==> config.mk <==
export PLATFORM = sky130hd
export DESIGN_NAME = ddr2_channel_timing_config
export DESIGN_NICKNAME = d
export VERILOG_FILES = /design/src/ddr2_timing_pkg.sv /design/src/timing_if.sv /design/src/ddr2_channel_timing_config.sv /design/src/spacing_timer.sv /design/src/timing_field_decode.sv
export VERILOG_INCLUDE_DIRS = /design/src /design/src/src
export SDC_FILE = /design/constraint.sdc
export NUM_CORES = 1
export LEC_CHECK = 0
export BUFFER_PORTS_ARGS = -buffer_cell sky130_fd_sc_hd__buf_4
export CAP_MARGIN = 20
export CORE_AREA = 2 2 222 224
export CTS_CLUSTER_DIAMETER = 30
export DETAILED_ROUTE_END_ITERATION = 16
export DIE_AREA = 0 0 224 226
export PLACE_DENSITY = 0.57
export SLEW_MARGIN = 40
export SYNTH_ARGS = -nofsm -noshare
export SYNTH_HDL_FRONTEND = slang
export SYNTH_SLANG_ARGS = --single-unit
==> constraint.sdc <==
create_clock -name i_core_clk -period 14.43 [get_ports i_core_clk]
set_input_delay 2.1645 -clock i_core_clk [delete_from_list [all_inputs] [get_ports i_core_clk]]
set_output_delay 2.1645 -clock i_core_clk [all_outputs]
set_load 0.01 [all_outputs]
==> src/ddr2_timing_defs.svh <==
// Offsets, field positions, reset values and timing figures of the channel timing block.
`ifndef DDR2_TIMING_DEFS_SVH
`define DDR2_TIMING_DEFS_SVH

// ****************************************************************
// Register byte offsets inside the controller window
// ****************************************************************
`define ADDR_RANK_BANK_GEOMETRY       12'h10e
`define ADDR_CHANNEL_TIMING_PRIMARY   12'h110
`define ADDR_CHANNEL_TIMING_SECONDARY 12'h114
`define WORD_SHIFT                    2
`define GEOM_LANE_LO                  2
`define GEOM_LANE_HI                  3

// ****************************************************************
// Reset values and writable-bit masks
// ****************************************************************
`define RST_GEOMETRY   8'h00
`define RST_PRIMARY    32'hb96038f8
`define RST_SECONDARY  32'h02607122
`define MASK_PRIMARY   32'hfffdf9ff
`define MASK_SECONDARY 32'hffffff77

// ****************************************************************
// Primary timing fields
// ****************************************************************
`define P_WRPRE_HI 31
`define P_WRPRE_LO 28
`define P_WRRD_HI  27
`define P_WRRD_LO  24
`define P_WRRDX_HI 23
`define P_WRRDX_LO 22
`define P_WRWRX_HI 19
`define P_WRWRX_LO 18
`define P_RDRDX    16
`define P_RDLY_HI  15
`define P_RDLY_LO  11
`define P_WRAP_HI  8
`define P_WRAP_LO  4
`define P_RDAP_HI  3
`define P_RDAP_LO  0

// ****************************************************************
// Secondary timing fields
// ****************************************************************
`define S_RTP_HI   29
`define S_RTP_LO   28
`define S_RAS_HI   23
`define S_RAS_LO   19
`define S_PREPRE   18
`define S_RPALL    16
`define S_RFC_HI   15
`define S_RFC_LO   10
`define S_CL_HI    9
`define S_CL_LO    8
`define S_RCD_HI   6
`define S_RCD_LO   4
`define S_RP_HI    2
`define S_RP_LO    0

// ****************************************************************
// Spacing figures in DRAM clocks
// ****************************************************************
`define WRPRE_MIN   6'd4
`define WRRD_MIN    6'd6
`define WRRD_MAX    6'd12
`define WRAP_MIN    6'd4
`define WRAP_MAX    6'd21
`define RDAP_MIN    6'd3
`define RDAP_MAX    6'd12
`define RAS_MIN     6'd4
`define RAS_MAX     6'd18
`define WRRD_DR_00  6'd6
`define WRRD_DR_01  6'd5
`define WRRD_DR_10  6'd4
`define WRWR_DR_00  6'd6
`define WRWR_DR_01  6'd5
`define WRWR_DR_10  6'd4
`define RDRD_DR_0   6'd6
`define RDRD_DR_1   6'd5
`define RTP_00      6'd4
`define RTP_01      6'd5
`define PREPRE_0    6'd1
`define PREPRE_1    6'd2
`define RPALL_EXTRA 6'd1
`define RCD_RP_BASE 6'd2
`define RCD_MAX_CODE 3'd4
`define RP_MAX_CODE  3'd5
`define CL_00       3'd5
`define CL_01       3'd4
`define CL_10       3'd3
`define CL_11       3'd6
`define RDLY_MIN    5'd3
`define RDLY_MAX    5'd7

`endif

==> src/ddr2_timing_pkg.sv <==
// Types shared by the channel timing block.
package ddr2_timing_pkg;
  typedef logic [5:0] clk_count_t;
  typedef enum logic [2:0] {
    CMD_ACT    = 3'h0,
    CMD_RD     = 3'h1,
    CMD_RDA    = 3'h2,
    CMD_WR     = 3'h3,
    CMD_WRA    = 3'h4,
    CMD_PRE    = 3'h5,
    CMD_PREALL = 3'h6,
    CMD_REF    = 3'h7
  } dram_cmd_e;
  localparam int KIND_ACT  = 0;
  localparam int KIND_PRE  = 1;
  localparam int KIND_RD   = 2;
  localparam int KIND_WR   = 3;
  localparam int NUM_KINDS = 4;
endpackage : ddr2_timing_pkg

==> src/timing_if.sv <==
// Decoded spacing values passed from the field decoder to the scheduler gate.
`timescale 1ns/100ps
interface timing_if;
  import ddr2_timing_pkg::*;
  clk_count_t wr_to_pre;
  clk_count_t wr_to_rd;
  clk_count_t wr_rd_diff;
  clk_count_t wr_wr_diff;
  clk_count_t rd_rd_diff;
  clk_count_t wr_ap_act;
  clk_count_t rd_ap_act;
  clk_count_t rd_to_pre;
  clk_count_t ras;
  clk_count_t pre_pre;
  clk_count_t rp;
  clk_count_t rp_all;
  clk_count_t rfc;
  clk_count_t rcd;
  logic [2:0] cas_lat;
  logic [2:0] read_delay;
  logic       reserved;
  modport src (output wr_to_pre, wr_to_rd, wr_rd_diff, wr_wr_diff, rd_rd_diff, wr_ap_act,
               rd_ap_act, rd_to_pre, ras, pre_pre, rp, rp_all, rfc, rcd, cas_lat,
               read_delay, reserved);
  modport dst (input wr_to_pre, wr_to_rd, wr_rd_diff, wr_wr_diff, rd_rd_diff, wr_ap_act,
               rd_ap_act, rd_to_pre, ras, pre_pre, rp, rp_all, rfc, rcd, cas_lat,
               read_delay, reserved);
endinterface : timing_if

==> src/ddr2_channel_timing_config.sv <==
// Channel timing and bank-geometry registers with the command spacing gate they steer.
// Operation
// - Per-rank two-bit code selects four or eight banks.
// - Write to precharge spacing, four to fifteen clocks.
// - Write to read same rank, six to twelve.
// - Write-read different rank: code 00 six, 01 five.
// - Write-write different rank turnaround, code 10 gives four.
// - Read-read different rank: zero six, one five.
// - Chip select to host data ready, three-seven clocks.
// - Write auto-precharge to activate, four to twenty-one.
// - Read auto-precharge to activate, three to twelve.
// - Read to precharge: half burst, or plus one.
// - Activate to precharge, four to eighteen clocks.
// - Precharge to precharge other bank: one or two.
// - Precharge-all to activate adds a clock when set.
// - Refresh to activate spacing, reset value 1Ch.
// - CAS latency select, reset code gives four clocks.
// - Activate to read/write: two to six clocks.
// - Precharge to activate: two to seven clocks.
`timescale 1ns/100ps
`include "ddr2_timing_defs.svh"
module ddr2_channel_timing_config
  import ddr2_timing_pkg::*;
#(
  parameter int NUM_RANKS = 4
) (
  input  wire logic        i_core_clk,
  input  wire logic        i_sys_rst,
  input  wire logic        i_reg_wr_en,
  input  wire logic        i_reg_rd_en,
  input  wire logic [11:0] i_reg_addr,
  input  wire logic [3:0]  i_reg_byte_en,
  input  wire logic [31:0] i_reg_wdata,
  output logic      [31:0] o_reg_rdata,
  output logic             o_reg_rd_valid,
  input  wire logic        i_cmd_valid,
  input  wire dram_cmd_e   i_cmd_type,
  input  wire logic [1:0]  i_cmd_rank,
  input  wire logic [2:0]  i_cmd_bank,
  output logic             o_cmd_ready,
  output logic      [2:0]  o_cas_latency,
  output logic      [2:0]  o_read_delay_clocks,
  output logic             o_cfg_reserved
);
  // ****************************************************************
  // State
  // ****************************************************************
  typedef struct packed {
    logic [31:0] rdata;
    logic        rd_valid;
    logic [7:0]  geom;
    logic [31:0] prim;
    logic [31:0] sec;
    logic [2:0]  cas;
    logic [2:0]  rdly;
    logic        rsv;
  } cfg_state_s;

  cfg_state_s state_reg;
  cfg_state_s state_next;

  timing_if cfg_timing ();

  logic       sel_geom;
  logic       sel_prim;
  logic       sel_sec;
  logic       geom_rsv;
  logic       issue;
  logic       idle     [NUM_RANKS][NUM_KINDS];
  logic       load_en  [NUM_RANKS][NUM_KINDS];
  clk_count_t load_val [NUM_RANKS][NUM_KINDS];

  // Merges written bytes into a register, keeping read-only bits unchanged.
  function automatic logic [31:0] merge(logic [31:0] old, logic [31:0] wd,
                                        logic [3:0] be, logic [31:0] mask);
    logic [31:0] res;
    res = old;
    for (int b = 0; b < 4; b++) begin
      if (be[b]) begin
        res[8*b +: 8] = (wd[8*b +: 8] & mask[8*b +: 8]) | (old[8*b +: 8] & ~mask[8*b +: 8]);
      end
    end
    merge = res;
  endfunction : merge

  // ****************************************************************
  // Field decoding
  // ****************************************************************
  timing_field_decode u_decode (
    .i_primary   (state_reg.prim),
    .i_secondary (state_reg.sec),
    .o_timing    (cfg_timing.src)
  );

  // Word decode: the geometry register sits in the upper half of its word.
  assign sel_geom = (i_reg_addr[11:`WORD_SHIFT] ==
                     10'(`ADDR_RANK_BANK_GEOMETRY >> `WORD_SHIFT));
  assign sel_prim = (i_reg_addr[11:`WORD_SHIFT] ==
                     10'(`ADDR_CHANNEL_TIMING_PRIMARY >> `WORD_SHIFT));
  assign sel_sec  = (i_reg_addr[11:`WORD_SHIFT] ==
                     10'(`ADDR_CHANNEL_TIMING_SECONDARY >> `WORD_SHIFT));

  // Reserved geometry codes, or eight-bank ranks without the longer precharge-all.
  always_comb begin
    geom_rsv = 1'b0;
    for (int r = 0; r < NUM_RANKS; r++) begin
      if (state_reg.geom[2*r+1]) begin
        geom_rsv = 1'b1;
      end
      if (state_reg.geom[2*r] && !state_reg.sec[`S_RPALL]) begin
        geom_rsv = 1'b1;
      end
    end
  end

  // ****************************************************************
  // Register file
  // ****************************************************************
  // Writes merge by byte lane, reads return one cycle later, unmapped words read zero.
  always_comb begin
    logic [31:0] geom_word;
    geom_word  = '0;
    state_next = state_reg;
    geom_word  = {16'h0000, state_reg.geom, 8'h00} << 8;
    if (i_reg_wr_en && sel_geom && i_reg_byte_en[`GEOM_LANE_LO]) begin
      state_next.geom = i_reg_wdata[8*`GEOM_LANE_LO +: 8];
    end
    if (i_reg_wr_en && sel_prim) begin
      state_next.prim = merge(state_reg.prim, i_reg_wdata, i_reg_byte_en, `MASK_PRIMARY);
    end
    if (i_reg_wr_en && sel_sec) begin
      state_next.sec = merge(state_reg.sec, i_reg_wdata, i_reg_byte_en, `MASK_SECONDARY);
    end
    state_next.rd_valid = i_reg_rd_en;
    if (i_reg_rd_en) begin
      state_next.rdata = sel_geom ? geom_word :
                         sel_prim ? state_reg.prim :
                         sel_sec  ? state_reg.sec : 32'h0000_0000;
    end
    state_next.cas  = cfg_timing.cas_lat;
    state_next.rdly = cfg_timing.read_delay;
    state_next.rsv  = cfg_timing.reserved | geom_rsv;
  end

  // State register.
  always_ff @(posedge i_core_clk or posedge i_sys_rst) begin
    if (i_sys_rst) begin
      state_reg.rdata    <= 32'h0000_0000;
      state_reg.rd_valid <= 1'b0;
      state_reg.geom     <= `RST_GEOMETRY;
      state_reg.prim     <= `RST_PRIMARY;
      state_reg.sec      <= `RST_SECONDARY;
      state_reg.cas      <= `CL_01;
      state_reg.rdly     <= 3'(`RDLY_MAX);
      state_reg.rsv      <= 1'b0;
    end else begin
      state_reg <= state_next;
    end
  end

  assign o_reg_rdata         = state_reg.rdata;
  assign o_reg_rd_valid      = state_reg.rd_valid;
  assign o_cas_latency       = state_reg.cas;
  assign o_read_delay_clocks = state_reg.rdly;
  assign o_cfg_reserved      = state_reg.rsv;

  // ****************************************************************
  // Command spacing gate
  // ****************************************************************
  // A command passes only when its class is free on its rank and, for all but PREALL and REF, its bank exists.
  always_comb begin
    logic eight;
    logic bank_ok;
    logic r_act;
    logic r_pre;
    logic r_rd;
    logic r_wr;
    eight   = state_reg.geom[2*i_cmd_rank];
    bank_ok = !state_reg.geom[2*i_cmd_rank+1] && (eight || !i_cmd_bank[2]);
    r_act   = idle[i_cmd_rank][KIND_ACT];
    r_pre   = idle[i_cmd_rank][KIND_PRE];
    r_rd    = idle[i_cmd_rank][KIND_RD];
    r_wr    = idle[i_cmd_rank][KIND_WR];
    case (i_cmd_type)
      CMD_ACT:            o_cmd_ready = bank_ok && r_act;
      CMD_RD, CMD_RDA:    o_cmd_ready = bank_ok && r_rd;
      CMD_WR, CMD_WRA:    o_cmd_ready = bank_ok && r_wr;
      CMD_PRE:            o_cmd_ready = bank_ok && r_pre;
      CMD_PREALL:         o_cmd_ready = !state_reg.geom[2*i_cmd_rank+1] && r_pre;
      CMD_REF:            o_cmd_ready = !state_reg.geom[2*i_cmd_rank+1] && r_act && r_pre;
      default:            o_cmd_ready = 1'b0;
    endcase
  end

  assign issue = i_cmd_valid && o_cmd_ready;

  // Each issued command loads the spacings it imposes on later commands.
  always_comb begin
    logic same;
    same = 1'b0;
    for (int r = 0; r < NUM_RANKS; r++) begin
      same = (r[1:0] == i_cmd_rank);
      for (int k = 0; k < NUM_KINDS; k++) begin
        load_en[r][k]  = 1'b0;
        load_val[r][k] = '0;
      end
      if (issue) begin
        case (i_cmd_type)
          CMD_ACT: begin
            if (same) begin
              load_en[r][KIND_RD]  = 1'b1;
              load_val[r][KIND_RD] = cfg_timing.rcd;
              load_en[r][KIND_WR]  = 1'b1;
              load_val[r][KIND_WR] = cfg_timing.rcd;
              load_en[r][KIND_PRE]  = 1'b1;
              load_val[r][KIND_PRE] = cfg_timing.ras;
            end
          end
          CMD_RD, CMD_RDA: begin
            if (same) begin
              load_en[r][KIND_PRE]  = 1'b1;
              load_val[r][KIND_PRE] = cfg_timing.rd_to_pre;
              load_en[r][KIND_ACT]  = (i_cmd_type == CMD_RDA);
              load_val[r][KIND_ACT] = cfg_timing.rd_ap_act;
            end else begin
              load_en[r][KIND_RD]  = 1'b1;
              load_val[r][KIND_RD] = cfg_timing.rd_rd_diff;
            end
          end
          CMD_WR, CMD_WRA: begin
            if (same) begin
              load_en[r][KIND_PRE]  = 1'b1;
              load_val[r][KIND_PRE] = cfg_timing.wr_to_pre;
              load_en[r][KIND_RD]   = 1'b1;
              load_val[r][KIND_RD]  = cfg_timing.wr_to_rd;
              load_en[r][KIND_ACT]  = (i_cmd_type == CMD_WRA);
              load_val[r][KIND_ACT] = cfg_timing.wr_ap_act;
            end else begin
              load_en[r][KIND_RD]  = 1'b1;
              load_val[r][KIND_RD] = cfg_timing.wr_rd_diff;
              load_en[r][KIND_WR]  = 1'b1;
              load_val[r][KIND_WR] = cfg_timing.wr_wr_diff;
            end
          end
          CMD_PRE: begin
            if (same) begin
              load_en[r][KIND_ACT]  = 1'b1;
              load_val[r][KIND_ACT] = cfg_timing.rp;
              load_en[r][KIND_PRE]  = 1'b1;
              load_val[r][KIND_PRE] = cfg_timing.pre_pre;
            end
          end
          CMD_PREALL: begin
            if (same) begin
              load_en[r][KIND_ACT]  = 1'b1;
              load_val[r][KIND_ACT] = cfg_timing.rp_all;
            end
          end
          CMD_REF: begin
            if (same) begin
              load_en[r][KIND_ACT]  = 1'b1;
              load_val[r][KIND_ACT] = cfg_timing.rfc;
            end
          end
          default: begin
            load_en[r][KIND_ACT] = 1'b0;
          end
        endcase
      end
    end
  end

  // One spacing timer per rank and command class.
  for (genvar gr = 0; gr < NUM_RANKS; gr++) begin : g_rank
    for (genvar gk = 0; gk < NUM_KINDS; gk++) begin : g_kind
      spacing_timer #(
        .W ($bits(clk_count_t))
      ) u_timer (
        .i_core_clk (i_core_clk),
        .i_sys_rst  (i_sys_rst),
        .i_load     (load_en[gr][gk]),
        .i_value    (load_val[gr][gk]),
        .o_idle     (idle[gr][gk])
      );
    end
  end
endmodule : ddr2_channel_timing_config

==> src/spacing_timer.sv <==
// Countdown that holds off one command class until its spacing has elapsed.
`timescale 1ns/100ps
`include "ddr2_timing_defs.svh"
module spacing_timer
  import ddr2_timing_pkg::*;
#(
  parameter int W = 6
) (
  input  wire logic         i_core_clk,
  input  wire logic         i_sys_rst,
  input  wire logic         i_load,
  input  wire logic [W-1:0] i_value,
  output logic              o_idle
);
  typedef struct packed {
    logic [W-1:0] cnt;
  } timer_state_s;

  timer_state_s state_reg;
  timer_state_s state_next;

  // A load of N clocks leaves N-1 to count, so the class frees N edges later.
  // A shorter load never cuts an older, longer spacing.
  always_comb begin
    logic [W-1:0] dec;
    logic [W-1:0] want;
    dec        = '0;
    want       = '0;
    state_next = state_reg;
    dec        = (state_reg.cnt == '0) ? '0 : state_reg.cnt - 1'b1;
    want       = (i_value == '0) ? '0 : i_value - 1'b1;
    state_next.cnt = (i_load && (want > dec)) ? want : dec;
  end

  // State register.
  always_ff @(posedge i_core_clk or posedge i_sys_rst) begin
    if (i_sys_rst) begin
      state_reg <= '0;
    end else begin
      state_reg <= state_next;
    end
  end

  assign o_idle = (state_reg.cnt == '0);
endmodule : spacing_timer

==> src/timing_field_decode.sv <==
// Turns the programmed timing fields into spacing counts in DRAM clocks.
`timescale 1ns/100ps
`include "ddr2_timing_defs.svh"
module timing_field_decode
  import ddr2_timing_pkg::*;
(
  input  wire logic [31:0] i_primary,
  input  wire logic [31:0] i_secondary,
  timing_if.src            o_timing
);
  // Raises a spacing to its least legal figure; longer codes are kept as they are.
  function automatic clk_count_t at_least(clk_count_t v, clk_count_t m);
    at_least = (v < m) ? m : v;
  endfunction : at_least

  logic [1:0] wrrdx_code;
  logic [1:0] wrwrx_code;
  logic [4:0] rdly_code;
  logic [1:0] rtp_code;
  logic [2:0] rcd_code;
  logic [2:0] rp_code;
  clk_count_t wrpre_raw;
  clk_count_t wrrd_raw;
  clk_count_t wrap_raw;
  clk_count_t rdap_raw;
  clk_count_t ras_raw;

  assign wrrdx_code = i_primary[`P_WRRDX_HI:`P_WRRDX_LO];
  assign wrwrx_code = i_primary[`P_WRWRX_HI:`P_WRWRX_LO];
  assign rdly_code  = i_primary[`P_RDLY_HI:`P_RDLY_LO];
  assign rtp_code   = i_secondary[`S_RTP_HI:`S_RTP_LO];
  assign rcd_code   = i_secondary[`S_RCD_HI:`S_RCD_LO];
  assign rp_code    = i_secondary[`S_RP_HI:`S_RP_LO];
  assign wrpre_raw  = {2'b00, i_primary[`P_WRPRE_HI:`P_WRPRE_LO]};
  assign wrrd_raw   = {2'b00, i_primary[`P_WRRD_HI:`P_WRRD_LO]};
  assign wrap_raw   = {1'b0, i_primary[`P_WRAP_HI:`P_WRAP_LO]};
  assign rdap_raw   = {2'b00, i_primary[`P_RDAP_HI:`P_RDAP_LO]};
  assign ras_raw    = {1'b0, i_secondary[`S_RAS_HI:`S_RAS_LO]};

  // Same-bank and same-rank spacings, low reserved codes raised to the least legal value.
  assign o_timing.wr_to_pre = at_least(wrpre_raw, `WRPRE_MIN);
  assign o_timing.wr_to_rd  = at_least(wrrd_raw, `WRRD_MIN);
  assign o_timing.wr_ap_act = at_least(wrap_raw, `WRAP_MIN);
  assign o_timing.rd_ap_act = at_least(rdap_raw, `RDAP_MIN);
  assign o_timing.ras       = at_least(ras_raw, `RAS_MIN);
  assign o_timing.rfc       = i_secondary[`S_RFC_HI:`S_RFC_LO];

  // Encoded spacings; reserved codes fall back to the longest figure.
  always_comb begin
    case (wrrdx_code)
      2'b01:   o_timing.wr_rd_diff = `WRRD_DR_01;
      2'b10:   o_timing.wr_rd_diff = `WRRD_DR_10;
      default: o_timing.wr_rd_diff = `WRRD_DR_00;
    endcase
    case (wrwrx_code)
      2'b01:   o_timing.wr_wr_diff = `WRWR_DR_01;
      2'b10:   o_timing.wr_wr_diff = `WRWR_DR_10;
      default: o_timing.wr_wr_diff = `WRWR_DR_00;
    endcase
    case (rtp_code)
      2'b00:   o_timing.rd_to_pre = `RTP_00;
      default: o_timing.rd_to_pre = `RTP_01;
    endcase
    case (i_secondary[`S_CL_HI:`S_CL_LO])
      2'b00:   o_timing.cas_lat = `CL_00;
      2'b01:   o_timing.cas_lat = `CL_01;
      2'b10:   o_timing.cas_lat = `CL_10;
      default: o_timing.cas_lat = `CL_11;
    endcase
  end

  // Single-bit choices and offset codes.
  assign o_timing.rd_rd_diff = i_primary[`P_RDRDX] ? `RDRD_DR_1 : `RDRD_DR_0;
  assign o_timing.pre_pre = i_secondary[`S_PREPRE] ? `PREPRE_1 : `PREPRE_0;
  assign o_timing.rcd = {3'b000, rcd_code} + `RCD_RP_BASE;
  assign o_timing.rp  = {3'b000, rp_code} + `RCD_RP_BASE;
  assign o_timing.rp_all = o_timing.rp + (i_secondary[`S_RPALL] ? `RPALL_EXTRA : 6'd0);

  // Read delay is clamped into its legal window of three to seven clocks.
  assign o_timing.read_delay = (rdly_code < `RDLY_MIN) ? 3'(`RDLY_MIN) :
                               (rdly_code > `RDLY_MAX) ? 3'(`RDLY_MAX) :
                               rdly_code[2:0];

  // Any reserved code in either timing register.
  assign o_timing.reserved = (wrpre_raw < `WRPRE_MIN) || (wrrd_raw < `WRRD_MIN) ||
                             (wrrd_raw > `WRRD_MAX) || (wrrdx_code == 2'b11) ||
                             (wrwrx_code == 2'b11) || (rdly_code < `RDLY_MIN) ||
                             (rdly_code > `RDLY_MAX) || (wrap_raw < `WRAP_MIN) ||
                             (wrap_raw > `WRAP_MAX) || (rdap_raw < `RDAP_MIN) ||
                             (rdap_raw > `RDAP_MAX) || rtp_code[1] ||
                             (ras_raw < `RAS_MIN) || (ras_raw > `RAS_MAX) ||
                             (rcd_code > `RCD_MAX_CODE) || (rp_code > `RP_MAX_CODE);
endmodule : timing_field_decode

==> results.txt, run 1 <==
----------------------------------------------------
[Synth]
  Cell accounting for the most synthesized area ... dfrtp_1
  Largest cells by area after synthesis ... dfrtp_1, ha_1, mux2_2
  Register bit total from synthesis ... 203
  Number of flops mapped to enable cells by yosys ... 0
  Ys async rst share ... 1.000
  Gate Count Post-Synth ... 1918
  Post-synthesis instance area ... 16720 um^2
  Mean cell area of the mapped netlist ... 8.717 um^2
  Leading register cell type out of synthesis ... dfrtp_1
  Share of Yosys cell area claimed by the top area cell type ... 0.2619
  Sequential share of the synthesized area ... 0.3059
  Leading cell types by count after synthesis ... nand2_1, dfrtp_1, ha_1, nor2_1, a21oi_1
  Number of distinct library cell variants in the gate-level netlist after synthesis ... 95
  Synthesized netlist net count ... 2144
  Most frequently used cell type in the post-synthesis netlist ... nand2_1
  Number of synthesis warnings ... 0

[Worst hold path]
  Capture endpoint of the worst hold path ... o_cas_latency[1]
  WHS Path Cells ... 0
  Class of the worst hold path ... register to register
  HP Start ... state_reg[16]

[Pwr]
  Leakage power total ... 8.996 nW
  Worst IR drop on VDD ... 0.1324 mV
  Power density of the placed cells ... 108.8 nW/um^2

[Layout]
  Antenna fix cells ... 0
  Total area of multi-input combinational cells ... 10590 um^2
  Layout filler cell count ... 4705
  Number of flip-flops under the largest register name ... 96
  Fraction of final layout cells with drive strength greater than 1 ... 0.1879
  Layout area overhead ... 17.65%
  Nets ... 2206
  Reg area ... 5115 um^2

[Global route]
  Number of global-route vias before repair ... 14680
  Total GRT Usage ... 0.1912
  Largest net degree at the start of global routing ... 130
  Total overflow reported by the global router ... 0
  Number of antenna violations at the first check in global routing ... 1
  Wire length of the first global-routing pass ... 77460 um

[Place]
  Final weighted congestion in routability-driven placement ... 0.8747
  Number of port buffers ... 97
  Detailed placer's ending HPWL ... 35310 um

[Timing]
  Worst relative slew slack ... 0.4192
  Ratio of final minimum period to clock period ... 0.4980
  Slew at the pin closest to its max-slew limit ... 849.3 ps
  Final setup fails ... 0
  Unrepaired setup endpoints after global routing ... no
  Total Neg Setup Slack ... 0 ps
  Min Clock Period, post-route ... 7186 ps
  Top achievable clock speed ... 0.1392 GHz
  Number of hold violations in the final report ... 0
  Fin Hold WS ... 437.5 ps
  Worst-case clock skew ... 16.71 ps
  Fin. max-slew vios ... 0

[Critical path]
  Classification of the worst setup path ... input port to register
  Element type at the critical path start ... input port
  Critical Path AT ... 7650 ps
  Launch point of the worst reg-to-reg path ... g_rank[1].g_kind[2].u_timer.state_reg[2]
  Setup crit end kind ... register
  Endpoint of the lowest-slack register-to-register path ... g_rank[0].g_kind[2].u_timer.state_reg[1]
  Flop-to-flop setup slack ... 8660 ps
  Worst Path Required ... 14890 ps
  Path depth of the worst reg2reg path ... 19
  Top fanout value on the critical path ... 30

[Floorplan]
  I/O pin count ... 102
  Effective utilization at floorplan ... 0.3458
  Count of standard-cell rows ... 81
  Die height ... 226 um
  Total Die Area ... 50620 um^2
  Area of the core ... 48340 um^2
  DIE WIDTH ... 224 um

[Clock tree]
  Clk_lat worst skew ... 590 ps
  Clk Tree Root Cell ... clkbuf_16
  Clock tree from TritonCTS ... done
  Number of buffers inserted during clock tree synthesis ... 51
  Sinks on Clock Net ... 203
  Hold-fix buffers, CTS ... 0
  Number of post-CTS setup repair buffers ... 0
  Worst-path clk slew ... 50 ps
  Post-cts gate resize count ... 0
  H-tree Lvls ... 2
  Maximum clock insertion buffer count ... 3

[Detailed routing]
  Via count normalized by instance count ... 5.451
  Post-detailed-route count of antenna-violating nets ... 0
  Routed wire length per instance ... 18.14 um
  Number of design-rule violations left by the first detailed-router iteration ... 927
  Final routed wirelength across all metal layers ... 47970 um
  Routed vias ... 14410
  Number of optimization iterations in the first detailed-route pass ... 7
  Remaining design rule violation count ... 0

[Run]
  MaxCap Viol Count ... 0

[Status]
  Status ... completed

----------------------------------------------------
## through the flow
step	util	power (mW)	area, um^2	setup WS, ps	cells
final	0.4069	2.140	19670	7244	2644
after global routing	0.4069	2.237	19670	7021	2644
after CTS	0.4067	2.161	19660	7334	2644
after detailed placement	0.3690	0.9494	17840	6727	2549
after global placement	0.3684	0.9415	17810	6752	2549
after floorplan	-	0.8609	16720	6773	1918
## cell families (layout without fill, tap and decap cells)
logic type	Yosys count	in the layout	synth area share
compound gates	467	467	0.1866
xor+xnor	59	59	0.03091
fa+ha+maj	165	165	0.1235
buf+inv	231	335	0.06294
flops	203	203	0.3059
mux	144	144	0.09519
simple gates	649	649	0.1950
## how the worst max path moves through the flow
stage | from | endpoint | slack (ps)
global placement | i_cmd_type[2] | g_rank[1].g_kind[0].u_timer.state_reg[4] | 6750
finish | i_cmd_type[0] | g_rank[0].g_kind[2].u_timer.state_reg[1] | 7240
global route | i_cmd_type[2] | g_rank[1].g_kind[0].u_timer.state_reg[4] | 7020
CTS | i_cmd_type[2] | g_rank[1].g_kind[0].u_timer.state_reg[4] | 7330
detailed placement | i_cmd_type[2] | g_rank[1].g_kind[0].u_timer.state_reg[4] | 6730
floorplan | i_sys_rst | g_rank[0].g_kind[0].u_timer.state_reg[0] | 6770
## per-layer routing
metal	up-vias	wire length, um	part of all wire	track usage
met5	-	13	0.00027	0
met4	2	1673	0.035	0.08065
met3	112	3147	0.066	0.04020
met2	411	21910	0.46	0.3148
met1	6887	21230	0.44	0.2430
li1	7001	-	-	-
## layout by cell type, fill, tap and decap left out, types with 9 or more instances in the layout
| cell | netlist | routed |
|---|---|---|
| nand2_1 | 178 | 178 |
| dfrtp_1 | 175 | 175 |
| ha_1 | 165 | 165 |
| nor2_1 | 156 | 156 |
| a21oi_1 | 133 | 133 |
| inv_1 | 120 | 119 |
| buf_4 | 40 | 118 |
| mux2_2 | 99 | 99 |
| o21ai_0 | 69 | 69 |
| nand2b_1 | 59 | 59 |
| nor3_1 | 55 | 55 |
| clkbuf_16 | 0 | 51 |
| xor2_1 | 43 | 43 |
| mux2i_1 | 42 | 42 |
| nand3_1 | 38 | 38 |
| o22ai_1 | 35 | 35 |
| o21a_1 | 31 | 31 |
| dfstp_2 | 28 | 28 |
| nor2b_1 | 27 | 27 |
| a21o_1 | 27 | 27 |
| o31ai_1 | 24 | 24 |
| a211oi_1 | 20 | 20 |
| and2_1 | 20 | 20 |
| a31oi_1 | 19 | 18 |
| nand4_1 | 17 | 17 |
| or3_1 | 16 | 16 |
| xnor2_1 | 16 | 16 |
| o211ai_1 | 16 | 16 |
| and3_1 | 12 | 12 |
| or2_2 | 12 | 12 |
| o2111ai_1 | 11 | 10 |
| clkbuf_1 | 38 | 10 |
| clkinv_2 | 0 | 9 |
| clkbuf_8 | 0 | 9 |
## critical path: stages
cell      delay (ps)
buf_4            300
xor2_1           630
nand2_1          320
a211oi_1         340
or4_1            210
o21ai_2           70
buf_4            220
a21oi_4          210
buf_4            400
o211ai_1         230
ha_1             280
inv_1             90
o21ai_0          210
inv_1            130
ha_1             240
and4_1           200
a31oi_1          160
o21ai_0          190
a211oi_2         600
mux2_2           400
## power by group
part | internal [mW] | switching [mW] | total (mW)
clock | 0.822 | 0.371 | 1.19
sequential | 0.604 | 0.0257 | 0.629
combinational | 0.127 | 0.190 | 0.317
total | 1.55 | 0.587 | 2.14
## final cells by class
type	instances	area share
clock buffers	70	0.07309
clock inverters	25	0.01953
inverters	121	0.02373
multi-input cells	1484	0.5384
flip-flops and latches	203	0.2601
well taps	622	0.03957
repair buffers	119	0.04561
(Power assumes the default switching activity.)
==> run 2: changes to the inputs <==
clock period = 6.7 ns   (was 14.43 ns; I/O delays follow)
==> run 2 against run 1 <==
Compared with the run above:
- combinational power grew 120%
- die area is the same
- first-iteration DRC count shrank 1.3%
- final area grew 0.52%
- via count grew 0.48%
- global-route usage grew 0.23 points
- register-to-register slack lost 7500 ps
- sequential cell count is the same
- final cell count grew 0.68%
- total power grew 110%
- worst hold slack lost 7.2 ps
- largest cell class unchanged
==> results.txt, run 2 (same netlist as run 1, synthesis figures left out) <==
----------------------------------------------------
[Clock tree]
  Post-cts gate resize count ... 0 (unchanged)
  H-tree Lvls ... 2 (unchanged)
  Sinks on Clock Net ... 203 (unchanged)
  Clk Tree Root Cell ... clkbuf_16
  Maximum clock insertion buffer count ... 3 (unchanged)
  Worst-path clk slew ... 40 ps (about the same)
  Number of post-CTS setup repair buffers ... 0 (unchanged)
  Hold-fix buffers, CTS ... 0 (unchanged)
  Clk_lat worst skew ... 570 ps (-20 ps)
  Clock tree from TritonCTS ... done
  Number of buffers inserted during clock tree synthesis ... 50 (-2.0%)

[Pwr]
  Worst IR drop on VDD ... 0.1838 mV (+39%)
  Sequential cell fraction of total power ... 0.298 (+0.004)
  Leakage power total ... 9.067 nW (+0.79%)
  Power density of the placed cells ... 229.9 nW/um^2 (+110%)
  Switching power ... 1.252 mW (+110%)
  Internal power ... 3.294 mW (+110%)
  Share of total power in combinational logic ... 0.151 (+0.003)
  Clock network power share ... 0.551 (-0.007)
  Switching part of the total ... 0.2754 (+0.001095)

[Detailed routing]
  Routed wire length per instance ... 18.27 um (+0.68%)
  Number of design-rule violations left by the first detailed-router iteration ... 915 (-1.3%)
  Number of optimization iterations in the first detailed-route pass ... 5 (-2)
  Post-detailed-route count of antenna-violating nets ... 0 (unchanged)
  Final routed wirelength across all metal layers ... 48620 um (+1.4%)
  Routed vias ... 14480 (+0.48%)
  Remaining design rule violation count ... 0 (unchanged)
  Via count normalized by instance count ... 5.440 (-0.20%)

[Floorplan]
  DIE WIDTH ... 224 um (unchanged)
  Count of standard-cell rows ... 81 (unchanged)
  Die height ... 226 um (unchanged)
  Total Die Area ... 50620 um^2 (unchanged)
  Effective utilization at floorplan ... 0.3458 (unchanged)
  I/O pin count ... 102 (unchanged)
  Area of the core ... 48340 um^2 (unchanged)

[Place]
  Final weighted congestion in routability-driven placement ... 0.9167 (+4.8%)
  Dpl cell area ... 17990 um^2 (+0.86%)
  Detailed placer's ending HPWL ... 36630 um (+3.7%)
  Placement-stage worst setup slack ... 565.2 ps (-6162 ps)
  Number of port buffers ... 97 (unchanged)

[Global route]
  Total GRT Usage ... 0.1935 (+0.002295)
  Number of global-route vias before repair ... 14930 (+1.7%)
  Number of antenna violations at the first check in global routing ... 1 (unchanged)
  Total overflow reported by the global router ... 0 (unchanged)
  Largest net degree at the start of global routing ... 133 (+2.3%)
  Wire length of the first global-routing pass ... 78830 um (+1.8%)

[Timing]
  Total Neg Setup Slack ... 0 ps (unchanged)
  Fin Hold WS ... 430.3 ps (-7.203 ps)
  Final setup fails ... 0 (unchanged)
  Ratio of final minimum period to clock period ... 0.8448
  Fin. max-slew vios ... 0 (unchanged)
  Worst relative slew slack ... 0.4095 (-0.009652)
  Top achievable clock speed ... 0.1767 GHz
  Slew at the pin closest to its max-slew limit ... 882.5 ps (+33.18 ps)
  Unrepaired setup endpoints after global routing ... no
  Setup WS post-layout ... 1040 ps (-6205 ps)
  Number of hold violations in the final report ... 0 (unchanged)
  Min Clock Period, post-route ... 5660 ps
  Worst-case clock skew ... 21.94 ps (+5.229 ps)

[Critical path]
  Flop-to-flop setup slack ... 1210 ps (-7450 ps)
  Setup crit end kind ... register
  Element type at the critical path start ... input port
  Worst Path Required ... 7120 ps (-7770 ps)
  Top fanout value on the critical path ... 26 (-13%)
  Classification of the worst setup path ... input port to register
  Critical Path AT ... 6080 ps (-1570 ps)

[Layout]
  Utilization of the core after routing ... 0.4090 (+0.002122)
  Antenna fix cells ... 0 (unchanged)
  Commonest cells after routing, fill and taps aside ... nand2_1, dfrtp_1, ha_1, nor2_1, buf_4
  Nets ... 2226 (+0.91%)
  Layout area overhead ... 18.26%
  Layout filler cell count ... 4739 (+0.72%)
  Commonest non-fill, non-tap cell in the layout ... nand2_1
  Post-Layout Inst Area ... 19770 um^2 (+0.52%)
  Number of flip-flops under the largest register name ... 96 (unchanged)
  Fraction of final layout cells with drive strength greater than 1 ... 0.1961 (+0.008146)

[Run]
  MaxCap Viol Count ... 0 (unchanged)

[Status]
  Status ... completed

[Worst hold path]
  Class of the worst hold path ... register to register

----------------------------------------------------
-- run 2: changes by cell type in the layout (fill, tap and decap cells not counted), sizes merged --
cell      delta
buf         +21
clkinvlp     +1
clkbuf       -8
inv          -3
clkinv       +7
-- run 2: power by group through the flow --
stage / combinational, mW / sequential [mW] / clock [mW]
finish: 0.686 / 1.35 / 2.51
global route: 0.791 / 1.36 / 2.62
CTS: 0.689 / 1.35 / 2.55
detailed placement: 0.681 / 1.37 / 0
global placement: 0.672 / 1.37 / 0
floorplan: 0.496 / 1.36 / 0
-- run 2: worst max-delay path, cell delays in order --
cell and delay, ps:
buf_4 250, and3b_1 270, nor2_2 340, a211oi_1 120, or4_1 620, o21ai_2 360, buf_4 290, a211oi_2 120
nand2_1 110, ha_1 200, a21boi_1 580, nor2_1 100, ha_1 320, nor2b_1 140, o21a_1 120, o21ai_0 70
a211oi_1 270, o2111ai_2 360, a311oi_1 330, a21oi_1 60
-- run 2: final cells by class --
cell class | instances | area [um^2] | area share
well taps | 622 | 778.2 | 0.03936
clock buffers | 62 | 1366 | 0.06911
repair buffers | 140 | 1062 | 0.05373
multi-input cells | 1484 | 10570 | 0.5348
inverters | 121 | 466.7 | 0.02360
flip-flops and latches | 203 | 5115 | 0.2587
clock inverters | 30 | 409.1 | 0.02069
-- run 2: final timing paths --
check	startpoint	end	depth (start not counted)
max	i_cmd_type[2]	g_rank[0].g_kind[0].u_timer.state_reg[4]	20
min in group asynchronous	i_sys_rst	state_reg[22]	2
min	state_reg[16]	o_cas_latency[1]	0
max in group asynchronous	i_sys_rst	g_rank[0].g_kind[2].u_timer.state_reg[0]	3
min reg2reg	state_reg[16]	o_cas_latency[1]	0
max reg2reg	g_rank[1].g_kind[1].u_timer.state_reg[2]	g_rank[2].g_kind[0].u_timer.state_reg[4]	21
-- run 2: through the flow --
step	power, mW	cells
floorplan	1.854	1918
global placement	2.043	2568
detailed placement	2.053	2569
CTS	4.592	2661
global route	4.774	2662
finish	4.546	2662
-- run 2: routing by layer --
layer / vias up / routed length [um] / global-route usage
met1: 6985 / 21690 / 0.2457
met2: 389 / 22480 / 0.3252
met5: - / 13 / 0
li1: 7010 / - / -
met4: 2 / 1629 / 0.07204
met3: 96 / 2812 / 0.03825
